### src/hw/can_xcvr_pkg.sv
package can_xcvr_pkg;
  // transceiver mode field codes
  localparam logic [1:0] MODE_OFF  = 2'h0;
  localparam logic [1:0] MODE_WAKE = 2'h1;
  localparam logic [1:0] MODE_RXO  = 2'h2;
  localparam logic [1:0] MODE_NORM = 2'h3;

  // chip power mode codes on power_mode
  localparam logic [2:0] PM_NORMAL   = 3'h0;
  localparam logic [2:0] PM_STOP     = 3'h1;
  localparam logic [2:0] PM_SLEEP    = 3'h2;
  localparam logic [2:0] PM_RESTART  = 3'h3;
  localparam logic [2:0] PM_FAILSAFE = 3'h4;

  // register byte offsets
  localparam logic [3:0] CTRL_OFS   = 4'h0;
  localparam logic [3:0] STATUS_OFS = 4'h4;

  // control field positions and reset values
  localparam int CTRL_MODE_LSB = 0;
  localparam int CTRL_WD_BIT   = 2;
  localparam logic [1:0] MODE_RESET = MODE_OFF;
  localparam logic       WD_RESET   = 1'b0;

  // status field positions (write one to clear)
  localparam int ST_WAKE_BIT = 0;
  localparam int ST_FAIL_BIT = 1;
  localparam int ST_UV_BIT   = 2;

  // timing
  localparam int CLK_PERIOD_NS      = 8;
  localparam int WAKE_FILTER_MIN_NS = 500;
  localparam int WAKE_FILTER_MAX_NS = 1800;
  localparam int TX_TIMEOUT_US      = 4500;
  localparam int BUS_TIMEOUT_US     = 4500;
  // least time rounds up, longest time rounds down
  localparam int WAKE_MIN_CYC =
    (WAKE_FILTER_MIN_NS + CLK_PERIOD_NS - 1) / CLK_PERIOD_NS;
  localparam int WAKE_MAX_CYC = WAKE_FILTER_MAX_NS / CLK_PERIOD_NS;
  localparam int TX_TO_CYC_DEF =
    (TX_TIMEOUT_US * 1000 + CLK_PERIOD_NS - 1) / CLK_PERIOD_NS;
  localparam int BUS_TO_CYC_DEF =
    (BUS_TIMEOUT_US * 1000 + CLK_PERIOD_NS - 1) / CLK_PERIOD_NS;

  // wake pattern detector states
  typedef enum logic [1:0] {W_IDLE, W_DOM1, W_REC, W_DOM2} wake_st_t;
endpackage

### src/hw/can_xcvr_ctrl.sv
`timescale 1ns/1ps
// Notes on behaviour
// - receive-only: driver off, set in Normal/Stop
// - wake-capable selectable; forced on Fail-Safe entry
// - after wake pattern, receive pin low
// - pattern: two dominant phases within filter window
// - mode field still reads wake-capable after wake
// - mode toggle through other mode rearms
// - rearm on Stop/Fail-Safe entry, Stop re-command
// - bus wake flag cleared by toggling mode
// - Stop/Normal wake: interrupt low, status, receive low
// - no automatic Stop to Normal after wake
// - Stop wake enables watchdog if configured
// - Sleep wake: restart request, no interrupt
// - Fail-Safe wake: restart, supply ramp; Restart wake: flag only
// - transmit dominant timeout forces recessive, flags
// - transmitter resumes once transmit input released
// - bus dominant timeout sets fail flag
// - supply undervoltage flags and blocks transmitter
// - supply recovery resumes, mode bits untouched
// - wake-capable monitors supply only after wake
// - receiver level shown on receive output in normal/receive-only
// - off after reset; wakes ignored when off
// - normal mode only in chip Normal mode
module can_xcvr_ctrl
  import can_xcvr_pkg::*;
#(
  parameter int TX_TO_CYC  = TX_TO_CYC_DEF,
  parameter int BUS_TO_CYC = BUS_TO_CYC_DEF
) (
  input  wire logic        sys_clk,
  input  wire logic        sys_rst,
  input  wire logic [3:0]  avs_address,
  input  wire logic        avs_read,
  input  wire logic        avs_write,
  input  wire logic [31:0] avs_writedata,
  output logic      [31:0] avs_readdata,
  output logic             avs_waitrequest,
  input  wire logic [2:0]  power_mode,
  input  wire logic        stop_recommand,
  input  wire logic        bus_dominant_in,
  input  wire logic        can_transmit_in,
  input  wire logic        transceiver_supply_ok,
  output logic             can_receive_out,
  output logic             bus_drive_dominant,
  output logic             irq_n,
  output logic             restart_request,
  output logic             main_supply_ramp,
  output logic             watchdog_enable
);

  // whole module state, one register
  typedef struct packed {
    logic [1:0]  s_bus;      // bus level synchroniser
    logic [1:0]  s_tx;       // transmit pin synchroniser
    logic [1:0]  s_sup;      // supply-ok synchroniser
    logic [1:0]  mode;       // transceiver mode field
    logic        wd_cfg;     // watchdog on bus wake
    logic        armed;      // wake detection enabled
    logic        woke;       // pattern seen in this mode
    logic        wake_flag;  // bus wake / wake source
    logic        fail_flag;  // transceiver fail
    logic        uv_flag;    // supply low, sticky
    logic        irq_pend;   // interrupt pending
    logic        tx_blocked; // dominant timeout lockout
    logic        uv_active;  // live undervoltage
    wake_st_t    wst;        // pattern detector state
    logic [11:0] wcnt;       // wake phase length
    logic [19:0] tcnt;       // transmit dominant length
    logic [19:0] bcnt;       // bus dominant length
    logic [2:0]  pm_prev;    // power mode, last cycle
    logic        ack;        // bus answer cycle
    logic [31:0] rdata;      // read data
    logic        restart_p;  // restart request pulse
    logic        ramp_p;     // supply ramp pulse
    logic        wden_p;     // watchdog enable pulse
  } state_t;

  state_t st_reg;   // registered state
  state_t st_next;  // next state

  logic bus_dom;    // synchronised bus dominant
  logic tx_dom;     // synchronised transmit dominant
  logic sup_ok;     // synchronised supply ok
  logic req;        // bus request present
  logic wr_ctrl;    // accepted control write
  logic wr_stat;    // accepted status write
  logic wake_det;   // pattern completed this cycle
  logic monitor;    // supply monitoring active
  logic [1:0] req_mode; // requested mode code
  logic mode_ok;    // requested mode allowed now
  logic rearm;      // power mode rearm event

  assign bus_dom = st_reg.s_bus[1];
  assign tx_dom  = st_reg.s_tx[1];
  assign sup_ok  = st_reg.s_sup[1];
  assign req     = avs_read | avs_write;
  // one wait state: answer on the cycle after the request appears
  assign avs_waitrequest = req & ~st_reg.ack;
  assign wr_ctrl = avs_write & st_reg.ack & (avs_address == CTRL_OFS);
  assign wr_stat = avs_write & st_reg.ack & (avs_address == STATUS_OFS);
  assign req_mode = avs_writedata[CTRL_MODE_LSB +: 2];

  // mode selection allowed per chip power mode
  always_comb begin
    mode_ok = 1'b0;
    case (req_mode)
      MODE_OFF:  mode_ok = 1'b1;
      MODE_RXO:  mode_ok = (power_mode == PM_NORMAL) ||
                           (power_mode == PM_STOP);
      MODE_WAKE: mode_ok = (power_mode == PM_NORMAL) ||
                           (power_mode == PM_STOP) ||
                           (power_mode == PM_SLEEP) ||
                           (power_mode == PM_RESTART);
      MODE_NORM: mode_ok = (power_mode == PM_NORMAL);
      default:   mode_ok = 1'b0;
    endcase
  end

  // rearm on entering Stop or Fail-Safe, or Stop commanded again
  assign rearm = ((power_mode == PM_STOP) &&
                  (st_reg.pm_prev != PM_STOP)) ||
                 ((power_mode == PM_FAILSAFE) &&
                  (st_reg.pm_prev != PM_FAILSAFE)) ||
                 (stop_recommand && (power_mode == PM_STOP));

  // pattern completes when the second dominant phase is long enough
  assign wake_det = (st_reg.wst == W_DOM2) && bus_dom &&
                    ({20'h0, st_reg.wcnt} == 32'(WAKE_MIN_CYC - 1)) &&
                    (st_reg.mode == MODE_WAKE) && st_reg.armed;

  // supply watched in normal/receive-only, or wake-capable after wake
  assign monitor = (st_reg.mode == MODE_NORM) ||
                   (st_reg.mode == MODE_RXO) ||
                   ((st_reg.mode == MODE_WAKE) && st_reg.woke);

  // next-state logic
  always_comb begin
    st_next = st_reg;
    // synchronisers: first stage feeds only the second
    st_next.s_bus = {st_reg.s_bus[0], bus_dominant_in};
    st_next.s_tx  = {st_reg.s_tx[0], ~can_transmit_in};
    st_next.s_sup = {st_reg.s_sup[0], transceiver_supply_ok};
    st_next.pm_prev   = power_mode;
    st_next.ack       = req & ~st_reg.ack;
    st_next.restart_p = 1'b0;
    st_next.ramp_p    = 1'b0;
    st_next.wden_p    = 1'b0;

    // register read, sampled as the answer is formed
    if (req & ~st_reg.ack) begin
      st_next.rdata = 32'h0;  // unmapped reads as zero
      if (avs_address == CTRL_OFS) begin
        st_next.rdata[CTRL_MODE_LSB +: 2] = st_reg.mode;
        st_next.rdata[CTRL_WD_BIT] = st_reg.wd_cfg;
      end else if (avs_address == STATUS_OFS) begin
        st_next.rdata[ST_WAKE_BIT] = st_reg.wake_flag;
        st_next.rdata[ST_FAIL_BIT] = st_reg.fail_flag;
        st_next.rdata[ST_UV_BIT]   = st_reg.uv_flag;
      end
    end

    // control write; a mode not allowed now leaves the field as is
    if (wr_ctrl) begin
      st_next.wd_cfg = avs_writedata[CTRL_WD_BIT];
      if (mode_ok) begin
        st_next.mode = req_mode;
      end
    end
    // fail-safe entry forces wake-capable
    if ((power_mode == PM_FAILSAFE) &&
        (st_reg.pm_prev != PM_FAILSAFE)) begin
      st_next.mode = MODE_WAKE;
    end
    // any mode change ends the woken state; a change into wake-capable rearms detection
    if (st_next.mode != st_reg.mode) begin
      st_next.woke = 1'b0;
      st_next.armed = (st_next.mode == MODE_WAKE);
      st_next.wake_flag = 1'b0;
    end
    if (rearm) begin
      st_next.armed = 1'b1;
      st_next.woke  = 1'b0;
    end

    // status clear by writing one
    if (wr_stat) begin
      if (avs_writedata[ST_WAKE_BIT]) begin
        st_next.wake_flag = 1'b0;
        st_next.irq_pend  = 1'b0;
      end
      if (avs_writedata[ST_FAIL_BIT]) st_next.fail_flag = 1'b0;
      if (avs_writedata[ST_UV_BIT])   st_next.uv_flag   = 1'b0;
    end

    // wake pattern detector, idle unless armed in wake-capable
    if ((st_next.mode != MODE_WAKE) || !st_reg.armed) begin
      st_next.wst  = W_IDLE;
      st_next.wcnt = 12'h0;
    end else begin
      case (st_reg.wst)
        W_IDLE: begin
          st_next.wcnt = 12'h0;
          if (bus_dom) begin
            st_next.wst = W_DOM1;
          end
        end
        W_DOM1, W_REC, W_DOM2: begin
          // phase level: dominant in DOM states, recessive in REC
          if (bus_dom == (st_reg.wst != W_REC)) begin
            if ({20'h0, st_reg.wcnt} >= 32'(WAKE_MAX_CYC - 1)) begin
              st_next.wst  = W_IDLE;  // too long
              st_next.wcnt = 12'h0;
            end else begin
              st_next.wcnt = st_reg.wcnt + 12'h1;
            end
          end else if ({20'h0, st_reg.wcnt} >= 32'(WAKE_MIN_CYC - 1)) begin
            // phase ended in window: go on to the next phase
            st_next.wst  = (st_reg.wst == W_DOM1) ? W_REC : W_DOM1;
            st_next.wcnt = 12'h0;
            if (st_reg.wst == W_REC) begin
              st_next.wst = W_DOM2;
            end
          end else begin
            // too short; a short dominant glitch restarts search
            st_next.wst  = bus_dom ? W_DOM1 : W_IDLE;
            st_next.wcnt = 12'h0;
          end
        end
        default: st_next.wst = W_IDLE;
      endcase
    end

    // actions of a detected wake, per chip power mode
    if (wake_det) begin
      st_next.wst = W_IDLE;
      st_next.woke = 1'b1;
      st_next.armed = 1'b0;
      st_next.wake_flag = 1'b1;
      case (power_mode)
        PM_NORMAL: st_next.irq_pend = 1'b1;
        PM_STOP: begin
          st_next.irq_pend = 1'b1;
          st_next.wden_p = st_reg.wd_cfg;
        end
        PM_SLEEP, PM_FAILSAFE: begin
          st_next.restart_p = 1'b1;
          st_next.ramp_p    = 1'b1;
        end
        default: st_next.restart_p = 1'b0;  // restart stays put
      endcase
    end

    // transmit dominant timeout, counted only in normal mode
    if ((st_reg.mode == MODE_NORM) && tx_dom) begin
      if ({12'h0, st_reg.tcnt} >= 32'(TX_TO_CYC)) begin
        st_next.tx_blocked = 1'b1;
        st_next.fail_flag  = 1'b1;
      end else begin
        st_next.tcnt = st_reg.tcnt + 20'h1;
      end
    end else begin
      st_next.tcnt = 20'h0;
      st_next.tx_blocked = 1'b0;
    end

    // bus clamped dominant in normal or receive-only
    if (((st_reg.mode == MODE_NORM) || (st_reg.mode == MODE_RXO)) &&
        bus_dom) begin
      if ({12'h0, st_reg.bcnt} >= 32'(BUS_TO_CYC)) begin
        st_next.fail_flag = 1'b1;
      end else begin
        st_next.bcnt = st_reg.bcnt + 20'h1;
      end
    end else begin
      st_next.bcnt = 20'h0;
    end

    // supply undervoltage; recovery leaves the mode bits alone
    st_next.uv_active = monitor & ~sup_ok;
    if (monitor & ~sup_ok) begin
      st_next.uv_flag = 1'b1;
    end
  end

  // state register
  always_ff @(posedge sys_clk or posedge sys_rst) begin
    if (sys_rst) begin
      st_reg <= '{
        s_bus: 2'h0, s_tx: 2'h0, s_sup: 2'h0,
        mode: MODE_RESET, wd_cfg: WD_RESET,
        armed: 1'b0, woke: 1'b0, wake_flag: 1'b0,
        fail_flag: 1'b0, uv_flag: 1'b0, irq_pend: 1'b0,
        tx_blocked: 1'b0, uv_active: 1'b0, wst: W_IDLE,
        wcnt: 12'h0, tcnt: 20'h0, bcnt: 20'h0,
        pm_prev: PM_NORMAL, ack: 1'b0, rdata: 32'h0,
        restart_p: 1'b0, ramp_p: 1'b0, wden_p: 1'b0};
    end else begin
      st_reg <= st_next;
    end
  end

  // outputs
  always_comb begin
    case (st_reg.mode)
      MODE_NORM, MODE_RXO: can_receive_out = ~bus_dom;
      MODE_WAKE: can_receive_out = ~st_reg.woke;
      default:   can_receive_out = 1'b1;
    endcase
  end
  // driver only in normal mode during chip Normal, without lockouts
  assign bus_drive_dominant = (st_reg.mode == MODE_NORM) &&
                              (power_mode == PM_NORMAL) && tx_dom &&
                              !st_reg.tx_blocked &&
                              !st_reg.uv_active;
  assign irq_n           = ~st_reg.irq_pend;
  assign restart_request = st_reg.restart_p;
  assign main_supply_ramp = st_reg.ramp_p;
  assign watchdog_enable = st_reg.wden_p;
  assign avs_readdata    = st_reg.rdata;

  property p_rxd_woke;
    @(posedge sys_clk) disable iff (sys_rst)
    wake_det |=> !can_receive_out [*2];
  endproperty
  a_rxd_woke: assert property (p_rxd_woke)
    else $error("receive output not low after wake");

  property p_rxo_gate;
    @(posedge sys_clk) disable iff (sys_rst)
    (wr_ctrl && req_mode == MODE_RXO && power_mode == PM_SLEEP &&
     st_reg.pm_prev == PM_SLEEP) |=> $stable(st_reg.mode);
  endproperty
  a_rxo_gate: assert property (p_rxo_gate)
    else $error("receive-only taken outside Normal/Stop");

  property p_mode_read;
    @(posedge sys_clk) disable iff (sys_rst)
    st_reg.woke |-> st_reg.mode == MODE_WAKE;
  endproperty
  a_mode_read: assert property (p_mode_read)
    else $error("woken with mode not wake-capable");

  property p_irq_stop;
    @(posedge sys_clk) disable iff (sys_rst)
    (wake_det && power_mode == PM_STOP && !wr_stat)
      |=> !irq_n && st_reg.wake_flag;
  endproperty
  a_irq_stop: assert property (p_irq_stop)
    else $error("stop wake not signalled");

  property p_sleep_wake;
    @(posedge sys_clk) disable iff (sys_rst)
    (wake_det && power_mode == PM_SLEEP && irq_n)
      |=> restart_request && main_supply_ramp && irq_n;
  endproperty
  a_sleep_wake: assert property (p_sleep_wake)
    else $error("sleep wake action wrong");

  property p_tx_lock;
    @(posedge sys_clk) disable iff (sys_rst)
    $rose(st_reg.tx_blocked) |-> st_reg.fail_flag && !bus_drive_dominant;
  endproperty
  a_tx_lock: assert property (p_tx_lock)
    else $error("transmit timeout not enforced");

  property p_tx_resume;
    @(posedge sys_clk) disable iff (sys_rst)
    (st_reg.tx_blocked && !tx_dom) |=> !st_reg.tx_blocked;
  endproperty
  a_tx_resume: assert property (p_tx_resume)
    else $error("transmitter not released");

  property p_off_ignore;
    @(posedge sys_clk) disable iff (sys_rst)
    (st_reg.mode == MODE_OFF) |-> !wake_det && st_reg.wst == W_IDLE;
  endproperty
  a_off_ignore: assert property (p_off_ignore)
    else $error("wake seen in off mode");

  property p_norm_only;
    @(posedge sys_clk) disable iff (sys_rst)
    bus_drive_dominant |-> power_mode == PM_NORMAL &&
                           st_reg.mode == MODE_NORM && !st_reg.uv_active;
  endproperty
  a_norm_only: assert property (p_norm_only)
    else $error("driver active outside normal mode");

  property p_uv_flag;
    @(posedge sys_clk) disable iff (sys_rst)
    (monitor && !sup_ok) |=> st_reg.uv_flag && st_reg.uv_active;
  endproperty
  a_uv_flag: assert property (p_uv_flag)
    else $error("undervoltage not flagged");

endmodule // can_xcvr_ctrl

### config.mk
export PLATFORM = sky130hd
export DESIGN_NAME = can_xcvr_ctrl
export DESIGN_NICKNAME = d
export VERILOG_FILES = /design/src/hw/can_xcvr_pkg.sv /design/src/hw/can_xcvr_ctrl.sv
export SDC_FILE = /design/constraint.sdc
export NUM_CORES = 1
export LEC_CHECK = 0
export BUFFER_PORTS_ARGS = -buffer_cell sky130_fd_sc_hd__buf_2
export CAP_MARGIN = 40
export CORE_AREA = 4 4 102 85
export DETAILED_ROUTE_END_ITERATION = 12
export DIE_AREA = 0 0 106 89
export GPL_ROUTABILITY_DRIVEN = 1
export MAX_ROUTING_LAYER = met4
export PLACE_DENSITY = 0.87
export SLEW_MARGIN = 5
export SYNTH_ARGS = -nofsm -noshare
export SYNTH_HDL_FRONTEND = slang
export SYNTH_SLANG_ARGS = --single-unit
### constraint.sdc
create_clock -name sys_clk -period 3.5 [get_ports sys_clk]
set_clock_uncertainty 0.2 [all_clocks]
set_input_delay 0.175 -clock sys_clk [delete_from_list [all_inputs] [get_ports sys_clk]]
set_output_delay 0.175 -clock sys_clk [all_outputs]
set_load 0.03 [all_outputs]
# == Word-level counts from Yosys, hierarchy flattened ==
# Index checks and enable logic that the tools add are counted.
# Widths: inputs -> output; s select.
# op_classes
addsub,3
n_lt_le_gt_ge,4
n_eq_ne,27
n_mux,42
bitwise_logic,12
n_reduce_logical,38
# op_table
operator,n
$mux 20,4
$mux 14,3
$add 20x1->20 const B,2
$ge 20x20->1 const B,2
$pmux 14 s2,1
$mux 3,6
$mux 1,16
$mux 2,8
$logic_and 1x1->1,14
$add 12x1->12 const B,1
$eq 12x6->1 const B,1
$eq 2x2->1 const B,6
$ge 12x6->1 const B,1
$ge 12x8->1 const B,1
$mux 12,1
$eq 2x1->1 const B,4
$logic_or 1x1->1,8
$eq 3x2->1 const B,2
$ne 2x2->1 const B,3
$not 1->1,6
$reduce_or 2->1,3
$and 1x1->1,5
$ne 5x5->1 const B,1
$eq 4x3->1 const B,1
20 further kinds,26
# word_totals
reg_bits,81
inputBits,47
output_inout_bits,39
word_cells,149

# == Longest topological paths before layout ==
# depth
depth_word,16
mapped_depth,7
mapped_depth_nobuf,7

# == Least setup slack after synthesis ==
# OpenSTA, ideal clock, no wires.
# synth_path
path_type,register to register
start,reg st_reg[72] (netlist name)
end,reg st_reg[70] (netlist name)
setup_time_ns,0.078
arrival_time_ns,1.860
setup_slack_ns,1.362
path_stages_with_launch,6
path_buffers,0
period_less_slack_ns,2.138
path_cell_list,dfrtp_1 o21a_1 o41a_1 a211o_1 or4_1 a21oi_1
# synth_between
elab_chain_cells,2
# synth_lines
item,line_no,text
"start, declared",can_xcvr_ctrl.sv:79,state_t st_reg;
"start signal, assigned",can_xcvr_ctrl.sv:289,st_reg <= '{
"start signal, assigned",can_xcvr_ctrl.sv:299,st_reg <= st_next;
$ge 20x20->1,can_xcvr_ctrl.sv:256,"if ({12'h0, st_reg.tcnt} >= 32'(TX_TO_CYC)) begin"
$ne 2x2->1 (no line),n/a,
# Every way passes these cells.
# A chain may end at the register's enable or synchronous reset.

# == Worst setup path in the final report ==
# layout_path
start,reg st_reg[72] (netlist name)
end,reg st_reg[73] (netlist name)
# layout_between
elab_chain_cells,3
# layout_lines
item,line_no,text
$add 20x1->20,can_xcvr_ctrl.sv:260,st_next.tcnt = st_reg.tcnt + 20'h1;
$mux 20,can_xcvr_ctrl.sv:256,
$mux 20,can_xcvr_ctrl.sv:255,if ((st_reg.mode == MODE_NORM) && tx_dom) begin
# Several ways; a longest one is shown, not always the timed one. The select of a mux whose other input is x is not followed.

==> metrics <==
Multi-input gate area=2218 µm²; post-DR wirelength/cell=15.24 µm; # clock sinks=80; Primary FF master, synth=dfrtp_1; post-cts gate resize count=0; Critical Path RT=3550 ps; CTS root buf=clkbuf_8; final worst slack=988.5 ps; post-synth top area cell=dfrtp_1; Core Rows=29; Top Usage Layer GRT=met2; Yosys Warn Count=0; CP arrival=2560 ps; Hold Startpoint=avs_writedata[0]; Die X-Extent=106 µm; Tcrit/Tclk final=71.76%; DR vias=3,645; outcome=complete, no violations; Routed Antenna Nets=0; Synth Area per Inst=9.492 µm²; TritonCTS clock tree=yes; Fmax=0.3982 GHz; ant diodes=0; Hold Fails Final Rpt=0; fin. max-slew vios=0; Core Box Area=7692 µm²; fill count=600; Ports=86; final core occ=64.20%; HP Class=input port to flop; GR Util met1=27.39%; RSZ-0062 raised after global routing=no; GPL Wtd Cong=0.8348; Total Power=2032 µW; Starting Density=58.49%; Fin Setup TNS=0 ps; Detailed Route WL=9478 µm; nets=567; 1st-pass router iterations=5; Pleak=0.002182 µW; Max-cap violations=0; Post-DP HPWL=6601 µm; final worst path period need=2512 ps; worst-path fanout max=11; H-Tree Depth=3; relative slew slack=45.84%; endpoints failing setup=0; initial drt markers=318; DRC=0; synthesized area=4499 µm²; main area contributors after synthesis=dfrtp_1 44%, buf_4 5.5%, nand2_1 3.8%; CP startpoint kind=flop; sequential share of the synthesized area=44.49%; CTS clock-pin slew for the worst setup and hold paths=80 ps; CP Class=flop to flop; Distinct cells, synth=66; setup slack at placement=1044 ps; M3 GR Usage=5.704%; die area=9434 µm²; antenna violations before repair=0; largest net degree at the start of global routing=47; Port Buffer Count=27; Yosys top cell area share=44.49%; FF+latch area=2002 µm²; global router's overall resource usage=22.37%; Via density=5.860; first-pass GRT wire length=16,650 µm; Async S/R FF share, synth=100.0%; Largest register FFs=71; maximum vdd ir drop=278.9 µV; Gate Count Post-Synth=474; endpoint type of the worst setup path=flop; Power Density=411.4 nW/µm²; fraction of layout cells with a size suffix above 1=12.65%; Setup Fix Bufs, Post-CTS=0; GRT overflow=0; Clk Latency, worst-skew pair=350 ps; worst slew pin tran=810.2 ps; P&R area growth vs syn=9.761%; Post-synth EDFFs=0; vias in the first global route=3,604; worst r2r src=st_reg[72]$_DFFE_PP0P_; Critical path origin=st_reg[72]$_DFFE_PP0P_; CTS buffer count=9; FF+latch count, synth=80; Die Y=89 µm; clk buf depth=2; met2 Use GR=36.86%
## cell type report
class                      instances  area share (%)
clock buffer                      10           2.584
clock inverter                     6           2.356
inverter                          24           1.850
multi-input combinational        355           44.92
sequential                        80           40.54
tap                              108           2.736
timing repair buffer              39           5.016
## where the power goes
part           switching [µW]  total, µW  internal (µW)
sequential               26.1        981            955
clock                     345        823            479
combinational             151        227           75.8
total                     522       2030           1510
## cell usage in the layout (no fill, tap or decap), drive strengths merged, types with 11 or more instances in the layout
| master | n |
|---|---|
| buf | 30 |
| nor3 | 12 |
| a21oi | 27 |
| dfrtp | 80 |
| inv | 24 |
| ha | 11 |
| o21ai | 22 |
| nand2 | 45 |
| conb | 33 |
| mux2i | 11 |
| nand3 | 22 |
| nor2 | 30 |
## synthesized netlist by cell type (8+ instances only)
master and number:
dfrtp_1 80, nand2_1 45, buf_4 33, nor2_1 30
a21oi_1 27, inv_1 24, nand3_1 22, o21ai_0 22
clkbuf_1 11, ha_1 11, mux2i_1 11, nor3_1 11
xor2_1 10, and3_1 9, o31ai_1 8, or3_1 8
or4_1 8
## stage by stage
| step | instances | hold WS [ps] | area (µm²) |
|---|---|---|---|
| 6_report | 622 | 18.87 | 4938 |
| 5_1_grt | 622 | 31.97 | 4938 |
| 4_1_cts | 622 | 5.017 | 4938 |
| 3_5_place_dp | 597 | 61.85 | 4604 |
| 3_3_place_gp | 596 | 45.59 | 4597 |
| 2_1_floorplan | 506 | 6.430 | 4619 |
## repair_timing
action	CTS	global route
setup endpoints to repair	0	0
hold endpoints to repair	45	0
hold buffers	9	0
## path summary, 6_finish.rpt
| kind | endpoint | depth (start not counted) | slack [ps] |
|---|---|---|---|
| worst max-delay path | st_reg[73]$_DFFE_PP0P_ | 5 | 990 |
| worst min-delay path | st_reg[95]$_DFF_PP0_ | 3 | 20 |
| worst max register to register | st_reg[73]$_DFFE_PP0P_ | 5 | 990 |
| worst min register to register | st_reg[105]$_DFF_PP0_ | 0 | 160 |
| max in group asynchronous | st_reg[98]$_DFF_PP0_ | 4 | 1920 |
| min in group asynchronous | st_reg[56]$_DFFE_PP0P_ | 3 | 210 |
## critical path: stages (launching register included)
cell and delay (ps):
dfrtp_1 430, o21a_1 230, o41ai_2 370, o2111ai_2 390, or4_1 610, a21oi_1 180
## layer usage
layer,part of all wire (%),vias up,wire length [µm]
met5,0,-,0
met4,1.9,0,181
met3,6.1,24,579
met2,49,140,4655
met1,43,1751,4062
li1,-,1730,-
## cells by family after synthesis
kind of cell / Yosys count / share of synthesized area (%)
and+or+nand+nor: 173 / 20.16
adders and majority gates: 11 / 3.059
other: 1 / 0.08335
DFF: 80 / 44.49
AOI/OAI and AO/OA: 109 / 17.33
muxes: 12 / 2.698
buffers and inverters: 71 / 8.871
xor gates and xnor gates: 17 / 3.309
Note: power is estimated with default switching activity, not from simulation.
